<file path="src/logic/pbcs_defs.svh">
// Register offsets, field positions, reset values and timing counts of the clock selector
`ifndef PBCS_DEFS_SVH
`define PBCS_DEFS_SVH

`define PBCS_ADDR_W          2
`define PBCS_OFF_CTRL        2'h0
`define PBCS_OFF_BWC         2'h1
`define PBCS_OFF_PROG        2'h2

`define PBCS_CTRL_IE         7
`define PBCS_CTRL_FLAG       6
`define PBCS_CTRL_PWR        5
`define PBCS_CTRL_BCS        4
`define PBCS_CTRL_LOW_ONES   4'hF

`define PBCS_BWC_AUTO        7
`define PBCS_BWC_LOCK        6
`define PBCS_BWC_TRK         5

`define PBCS_MUL_RESET       4'h6
`define PBCS_RNG_RESET       4'h6
`define PBCS_MUL_ONE         4'h1
`define PBCS_NIB_ZERO        4'h0

`define PBCS_HOLD_EDGES      2'h3

`define PBCS_SYNC_XTAL       0
`define PBCS_SYNC_VCO        1
`define PBCS_SYNC_LOCK       2
`define PBCS_SYNC_TRK        3
`define PBCS_SYNC_N          4

`endif

</file>
<file path="src/logic/pbcs_pkg.sv">
// Types shared by the clock selector design
package pbcs_pkg;

  typedef enum logic [2:0]
  {
    PBCS_RUN      = 3'b001,
    PBCS_WAIT_OLD = 3'b010,
    PBCS_WAIT_NEW = 3'b100
  } pbcs_state_t;

endpackage

</file>
<file path="src/logic/pbcs_top.sv">
// Base clock selector and loop control registers
//
// How it works
// - A feedback multiplier of zero is output as one; the register reads back the zero.
// - Range multiplier zero turns the loop off and forces the crystal source.
// - Outside stop, a source change holds the output through three old and three new edges.
// - The selected source is divided by two for a 50% duty output.
// - Selecting the VCO is ignored while the loop power bit is clear.
// - Clearing loop power is ignored while the VCO is selected.
// - Power and select change in one write only from on/crystal (clear power, set select) or off/VCO (set power, clear select); VCO needs two writes from off.
// - In manual mode the irq enable is unwritable, reads zero; reset clears it.
// - Lock toggles set the flag; irq output is flag, enable and automatic mode together, held low in stop.
// - In manual mode the lock-change flag reads zero; reset clears it.
// - A control register read clears the flag unless a lock toggle sets it in that cycle; writes cannot touch it.
// - Reset sets the loop power bit; one is on, zero is off.
// - Reset and stop clear the base clock select bit.
// - Select one drives VCO over two, zero drives crystal over two.
// - The four low control bits read as ones and ignore writes.
// - Automatic bandwidth bit is read/write, one automatic, reset to manual.
// - Lock indicator reads set when locked in automatic mode, else zero.
//
// Design decisions made here: the address map and the plain strobed port.
`include "pbcs_defs.svh"

module pbcs_top
(
  input  wire logic                     clk,
  input  wire logic                     rst,
  input  wire logic [`PBCS_ADDR_W-1:0]  addr,
  input  wire logic [7:0]               wdata,
  input  wire logic                     wr,
  input  wire logic                     rd,
  output logic      [7:0]               rdata,
  input  wire logic                     crystal_clock,
  input  wire logic                     vco_clock,
  input  wire logic                     lock_detect_in,
  input  wire logic                     tracking_status_in,
  input  wire logic                     oscillator_enable_in,
  input  wire logic                     stop_in,
  output logic                          base_clock_out,
  output logic                          lock_irq_out,
  output logic                          crystal_enable_out,
  output logic                          loop_enable_out,
  output logic                          tracking_mode_out,
  output logic      [3:0]               feedback_mult_out,
  output logic      [3:0]               range_mult_out
);

  ////////////////////////////////////////////////////////////////////////////////
  // Pin synchronisers

  logic [`PBCS_SYNC_N-1:0] pin_in;
  logic [`PBCS_SYNC_N-1:0] pin_lvl;
  logic [`PBCS_SYNC_N-1:0] pin_rise;

  assign pin_in = {tracking_status_in, lock_detect_in, vco_clock, crystal_clock};

  genvar gi;
  generate
    for (gi = 0; gi < `PBCS_SYNC_N; gi = gi + 1)
    begin : g_sync
      pbcs_sync u_sync
      (
        .clk       (clk),
        .rst       (rst),
        .async_in  (pin_in[gi]),
        .level_out (pin_lvl[gi]),
        .rise_out  (pin_rise[gi])
      );
    end
  endgenerate

  ////////////////////////////////////////////////////////////////////////////////
  // Register state

  logic       ie_q;
  logic       flag_q;
  logic       pwr_q;
  logic       bcs_q;
  logic       auto_q;
  logic       trk_q;
  logic [3:0] mul_q;
  logic [3:0] rng_q;
  logic       lock_prev_q;

  logic wr_ctrl;
  logic wr_bwc;
  logic wr_prog;
  logic rd_ctrl;
  logic rng_zero;
  logic lock_vis;
  logic lock_toggle;

  function automatic logic hit(input logic [`PBCS_ADDR_W-1:0] a,
                               input logic [`PBCS_ADDR_W-1:0] off);
    hit = (a == off);
  endfunction

  assign wr_ctrl     = wr & hit(addr, `PBCS_OFF_CTRL);
  assign wr_bwc      = wr & hit(addr, `PBCS_OFF_BWC);
  assign wr_prog     = wr & hit(addr, `PBCS_OFF_PROG);
  assign rd_ctrl     = rd & hit(addr, `PBCS_OFF_CTRL);
  assign rng_zero    = (rng_q == `PBCS_NIB_ZERO);
  assign lock_vis    = auto_q & pin_lvl[`PBCS_SYNC_LOCK];
  assign lock_toggle = (lock_vis != lock_prev_q);

  // Loop power: set by reset, clear refused while VCO selected
  always_ff @(posedge clk or posedge rst)
  begin
    if (rst)
      pwr_q <= 1'b1;
    else if (wr_ctrl && !(bcs_q && !wdata[`PBCS_CTRL_PWR]))
      pwr_q <= wdata[`PBCS_CTRL_PWR];
  end

  // Base clock select: set only while the loop is already on
  always_ff @(posedge clk or posedge rst)
  begin
    if (rst)
      bcs_q <= 1'b0;
    else if (stop_in || rng_zero)
      bcs_q <= 1'b0;
    else if (wr_ctrl && (pwr_q || !wdata[`PBCS_CTRL_BCS]))
      bcs_q <= wdata[`PBCS_CTRL_BCS];
  end

  // Irq enable writable only in automatic mode
  always_ff @(posedge clk or posedge rst)
  begin
    if (rst)
      ie_q <= 1'b0;
    else if (wr_ctrl && auto_q)
      ie_q <= wdata[`PBCS_CTRL_IE];
  end

  // Lock-change flag: set wins over the read clear
  always_ff @(posedge clk or posedge rst)
  begin
    if (rst)
    begin
      flag_q      <= 1'b0;
      lock_prev_q <= 1'b0;
    end
    else
    begin
      lock_prev_q <= lock_vis;
      if (lock_toggle)
        flag_q <= 1'b1;
      else if (rd_ctrl)
        flag_q <= 1'b0;
    end
  end

  // Bandwidth control: automatic bit and manual tracking select
  always_ff @(posedge clk or posedge rst)
  begin
    if (rst)
    begin
      auto_q <= 1'b0;
      trk_q  <= 1'b0;
    end
    else if (wr_bwc)
    begin
      auto_q <= wdata[`PBCS_BWC_AUTO];
      if (!auto_q)
        trk_q <= wdata[`PBCS_BWC_TRK];
    end
  end

  // Programming fields locked while the loop is on
  always_ff @(posedge clk or posedge rst)
  begin
    if (rst)
    begin
      mul_q <= `PBCS_MUL_RESET;
      rng_q <= `PBCS_RNG_RESET;
    end
    else if (wr_prog && !pwr_q)
    begin
      mul_q <= wdata[7:4];
      rng_q <= wdata[3:0];
    end
  end

  ////////////////////////////////////////////////////////////////////////////////
  // Read port

  always_ff @(posedge clk or posedge rst)
  begin
    if (rst)
      rdata <= 8'h00;
    else if (rd)
    begin
      case (addr)
        `PBCS_OFF_CTRL:
          rdata <= {ie_q & auto_q, flag_q & auto_q, pwr_q, bcs_q,
                    `PBCS_CTRL_LOW_ONES};
        `PBCS_OFF_BWC:
          rdata <= {auto_q, lock_vis,
                    auto_q ? pin_lvl[`PBCS_SYNC_TRK] : trk_q, 5'h00};
        `PBCS_OFF_PROG:
          rdata <= {mul_q, rng_q};
        default:
          rdata <= 8'h00;
      endcase
    end
  end

  ////////////////////////////////////////////////////////////////////////////////
  // Loop control outputs

  always_ff @(posedge clk or posedge rst)
  begin
    if (rst)
    begin
      lock_irq_out       <= 1'b0;
      crystal_enable_out <= 1'b0;
      loop_enable_out    <= 1'b0;
      tracking_mode_out  <= 1'b0;
      feedback_mult_out  <= `PBCS_MUL_ONE;
      range_mult_out     <= `PBCS_RNG_RESET;
    end
    else
    begin
      lock_irq_out       <= flag_q & ie_q & auto_q & ~stop_in;
      crystal_enable_out <= oscillator_enable_in & ~stop_in;
      loop_enable_out    <= oscillator_enable_in & pwr_q & ~rng_zero
                            & ~stop_in;
      tracking_mode_out  <= auto_q ? pin_lvl[`PBCS_SYNC_TRK] : trk_q;
      feedback_mult_out  <= (mul_q == `PBCS_NIB_ZERO) ? `PBCS_MUL_ONE : mul_q;
      range_mult_out     <= rng_q;
    end
  end

  ////////////////////////////////////////////////////////////////////////////////
  // Glitch-free source switch and divide by two

  pbcs_pkg::pbcs_state_t state_q;
  logic                  active_q;
  logic [1:0]            edge_cnt_q;
  logic                  old_rise;
  logic                  new_rise;
  logic                  act_rise;

  assign old_rise = active_q ? pin_rise[`PBCS_SYNC_VCO] : pin_rise[`PBCS_SYNC_XTAL];
  assign new_rise = active_q ? pin_rise[`PBCS_SYNC_XTAL] : pin_rise[`PBCS_SYNC_VCO];
  assign act_rise = old_rise;

  always_ff @(posedge clk or posedge rst)
  begin
    if (rst)
    begin
      state_q    <= pbcs_pkg::PBCS_RUN;
      active_q   <= 1'b0;
      edge_cnt_q <= 2'h0;
    end
    // Stop falls back to the crystal at once; the VCO may be halted and never give edges
    else if (stop_in)
    begin
      state_q    <= pbcs_pkg::PBCS_RUN;
      active_q   <= 1'b0;
      edge_cnt_q <= 2'h0;
    end
    else
    begin
      case (state_q)
        pbcs_pkg::PBCS_RUN:
          if (bcs_q != active_q)
          begin
            state_q    <= pbcs_pkg::PBCS_WAIT_OLD;
            edge_cnt_q <= 2'h0;
          end
        // A withdrawn request returns to the old source, which still owns the output
        pbcs_pkg::PBCS_WAIT_OLD:
          if (bcs_q == active_q)
            state_q <= pbcs_pkg::PBCS_RUN;
          else if (old_rise)
          begin
            if (edge_cnt_q == `PBCS_HOLD_EDGES - 2'h1)
            begin
              state_q    <= pbcs_pkg::PBCS_WAIT_NEW;
              edge_cnt_q <= 2'h0;
            end
            else
              edge_cnt_q <= edge_cnt_q + 2'h1;
          end
        pbcs_pkg::PBCS_WAIT_NEW:
          if (bcs_q == active_q)
            state_q <= pbcs_pkg::PBCS_RUN;
          else if (new_rise)
          begin
            if (edge_cnt_q == `PBCS_HOLD_EDGES - 2'h1)
            begin
              state_q    <= pbcs_pkg::PBCS_RUN;
              active_q   <= ~active_q;
              edge_cnt_q <= 2'h0;
            end
            else
              edge_cnt_q <= edge_cnt_q + 2'h1;
          end
        default:
          state_q <= pbcs_pkg::PBCS_RUN;
      endcase
    end
  end

  // Output toggles on each active-source rising edge, frozen during handover
  always_ff @(posedge clk or posedge rst)
  begin
    if (rst)
      base_clock_out <= 1'b0;
    else if (stop_in)
      base_clock_out <= 1'b0;
    else if (state_q == pbcs_pkg::PBCS_RUN && act_rise)
      base_clock_out <= ~base_clock_out;
  end

endmodule

</file>
<file path="src/logic/pbcs_sync.sv">
// Two-flop synchroniser with a rising-edge pulse decoded from the synced level and its delayed copy
module pbcs_sync
(
  input  wire logic clk,
  input  wire logic rst,
  input  wire logic async_in,
  output logic      level_out,
  output logic      rise_out
);

  logic meta_q;
  logic sync_q;
  logic prev_q;

  always_ff @(posedge clk or posedge rst)
  begin
    if (rst)
    begin
      meta_q <= 1'b0;
      sync_q <= 1'b0;
      prev_q <= 1'b0;
    end
    else
    begin
      meta_q <= async_in;
      sync_q <= meta_q;
      prev_q <= sync_q;
    end
  end

  assign level_out = sync_q;
  assign rise_out  = sync_q & ~prev_q;

endmodule

</file>
<file path="config.mk">
export PLATFORM = sky130hd
export DESIGN_NAME = pbcs_top
export DESIGN_NICKNAME = d
export VERILOG_FILES = /design/src/logic/pbcs_pkg.sv /design/src/logic/pbcs_top.sv /design/src/logic/pbcs_sync.sv
export VERILOG_INCLUDE_DIRS = /design/src /design/src/logic
export SDC_FILE = /design/constraint.sdc
export NUM_CORES = 1
export LEC_CHECK = 0
export BUFFER_PORTS_ARGS = -buffer_cell sky130_fd_sc_hd__buf_2
export CORE_AREA = 3 3 68 70
export CTS_BUF_LIST = sky130_fd_sc_hd__clkbuf_16
export DETAILED_ROUTE_END_ITERATION = 12
export DIE_AREA = 0 0 71 73
export PLACE_DENSITY = 0.75
export SETUP_SLACK_MARGIN = 0.3
export SYNTH_ARGS = -nofsm -noshare
export SYNTH_HDL_FRONTEND = slang
export SYNTH_SLANG_ARGS = --single-unit
</file>
<file path="constraint.sdc">
create_clock -name clk -period 2.5 [get_ports clk]
set_input_delay 0 -clock clk [delete_from_list [all_inputs] [get_ports clk]]
set_output_delay 0 -clock clk [all_outputs]
set_load 0.02 [all_outputs]
</file>
==> results_dict.tcl <==
set metrics [dict create \
    timing.rr.end "edge_cnt_q[0]" \
    grt_pass1_vias 1428 \
    crit_start "state_q[1]" \
    place_inst 260 \
    syn_to_final_growth_pct 23.4 \
    power_leakage_uw 0.00122 \
    cts_root_buf "clkbuf_16" \
    multi_input_area_um2 767 \
    fin_crit_ps 1760 \
    fillers 307 \
    synthArstFlopShare 1.00 \
    grt_max_degree 53 \
    met3_usage 0.0427 \
    syn_nets 200 \
    irDropWorstVdd_uv 631 \
    synth_cell_types 41 \
    post-dp-hpwl_um 2710 \
    vias_per_cell 5.19 \
    worstReg2RegStart "state_q[1]" \
    status "finished clean" \
    rsz0062_at_grt "false" \
    drt-total-wl_um 4020 \
    drcViolationCount 0 \
    synth_top_cell_area_share 0.499 \
    clockBufferDepth 2 \
    synth_warnings 0 \
    place_congestion 0.834 \
    antenna_left 0 \
    cts_sinks 52 \
    start_util 0.536 \
    synth_edf_count 0 \
    drv_slew 0 \
    syn_avg_cell_area_um2 12.0 \
    endpoint "edge_cnt_q[0]" \
    die_area_um2 5180 \
    clkTransAtPathRegs_ps 60 \
    ys.flop_type "dfrtp_1" \
    grt_pass1_wl_um 6330 \
    antenna_found_initial 0 \
    finalSetupTns_ps 0 \
    cts_tree "built" \
    overflow 0 \
    busiest_layer "met2" \
    yosys.cell_count.top_type "dfrtp_1" \
    wire_per_inst_um 14.2 \
    slew_headroom 0.585 \
    syn_area_um2 2160 \
    firstDrtPassIters 4 \
    rrSetupSlack_ps 740 \
    hp-class "primary input to register" \
    hold_violations 0 \
    numPortBuffers 40 \
    finalSetupViolCount 0 \
    core-area_um2 4030 \
    seq_area_um2 1310 \
    grtUsageMet2 0.261 \
    clock_latency_ps 290 \
    die_h_um 73 \
    crit_path_end_kind "register" \
    synth_area_leaders "dfrtp_1 50%, dfstp_2 11%, mux2_2 6.8%, a21oi_1 3.0%, nor2_1 2.3%" \
    grtUsageMet1 0.197 \
    finClkSkew_ps 7.56 \
    via_count 1464 \
    grt_usage 0.155 \
    h-tree-depth 2 \
    diodes 0 \
    nets 251 \
    die_x_um 71 \
    stdcell_count 282 \
    yosysSeqAreaShare 0.608 \
    ys_seq_elements 52 \
    cts-buffers-inserted 5 \
    io_pins 41 \
    drt_iter0_drc 83 \
    worstSetupPathType "register to register" \
    worstPathArrival_ps 1930 \
    fmax_mhz 568 \
    required_ps 2670 \
    cap_violations 0 \
    syn_inst 180 \
    synthTopCellsByCount "43 x dfrtp_1, 13 x a21oi_1, 13 x mux2_2, 13 x nor2_1, 11 x nand2_1" \
    post_cts_buffers 0 \
    drive_above_1_share 0.341 \
    powerDensity_nw_per_um2 788 \
    cp_max_fo 8 \
    rows 23 \
    yosys.area.top_type "dfrtp_1" \
    tightest_slew_ps 622 \
    min_period_over_period 0.704 \
    reg2reg_depth 4 \
    critPathLaunchType "register" \
]
==> how the worst min path moves through the flow <==
stage,end,depth (start not counted),start
after floorplan,g_sync[0].u_sync.meta_q,0,crystal_clock
after global placement,g_sync[1].u_sync.meta_q,1,vco_clock
after detailed placement,g_sync[1].u_sync.meta_q,1,vco_clock
after CTS,active_q,2,stop_in
after global routing,active_q,2,stop_in
final,active_q,2,stop_in
==> power by group <==
group | internal (uW) | switching [uW] | leakage [uW]
Clock | 372 | 294 | 0.0000702
Sequential | 993 | 80.1 | 0.000624
Combinational | 156 | 203 | 0.000525
Total | 1520 | 577 | 0.00122
==> registers in the layout (all words and copies together), names as in the netlist, 3 cells and up <==
name and flops:
state_q 3, g_sync.u_sync.level_out 4, mul_q 4, feedback_mult_out 4, rng_q 4, rdata 8, range_mult_out 4, g_sync.u_sync.meta_q 4
==> stage by stage <==
stage	power, uW	hold WS (ps)	worst slack, ps	instance area (um^2)	utilization
after floorplan	1310	31.4	800	2160	-
after global placement	1420	108	774	2380	0.590
after detailed placement	1430	109	745	2380	0.590
after CTS	2120	32.5	735	2660	0.661
after global routing	2200	48.8	670	2660	0.661
final	2100	32.7	739	2660	0.661
==> what timing repair did <==
action                                  CTS  global route
gates resized for setup                   0             0
hold buffers                             14             0
endpoints found under the hold margin    60             0
endpoints found under the setup margin    0             0
==> layout make-up <==
class / count / area share
clock inverter: 3 / 0.00799
tap: 50 / 0.0235
sequential: 52 / 0.493
timing repair buffer: 55 / 0.131
clock buffer: 5 / 0.0470
inverter: 7 / 0.00987
multi-input combinational: 110 / 0.288
==> routing by layer <==
metal,routed length (um),vias up,part of all wire
met5,0,-,0
met4,38,0,0.0095
met3,173,4,0.043
met2,1940,40,0.48
met1,1860,701,0.46
li1,-,719,-
==> worst max-delay path, cell delays in order (launching register included) <==
cell	delay (ps)
dfrtp_1	460
or4b_4	590
a311oi_4	280
nor2_2	60
a311o_1	260
==> logic make-up after synthesis <==
| group | count (synthesis) | synth area share |
|---|---|---|
| compound gates | 31 | 0.0945 |
| xor+xnor | 6 | 0.0243 |
| buf+inv | 18 | 0.0365 |
| flops | 52 | 0.608 |
| mux | 16 | 0.0817 |
| simple gates | 57 | 0.155 |
==> cells in the final DEF (no fill, tap or decap), types with 2 or more instances in the layout <==
cell type	n
a21oi_1	13
nor4_1	3
clkbuf_16	5
xnor2_1	4
mux2i_1	3
dfstp_2	9
o21a_1	2
nand2_1	11
or4b_1	2
xor2_1	2
inv_1	6
nand2b_1	3
nor2b_1	3
o21ai_0	5
nand3b_1	2
and3b_1	3
buf_2	40
o21ai_1	4
dlygate4sd3_1	14
mux2_2	13
nor2_1	13
nor3_1	2
nor3b_1	5
dfrtp_1	43
nand4_1	2
No activity file was read; power rests on OpenSTA's default activity.
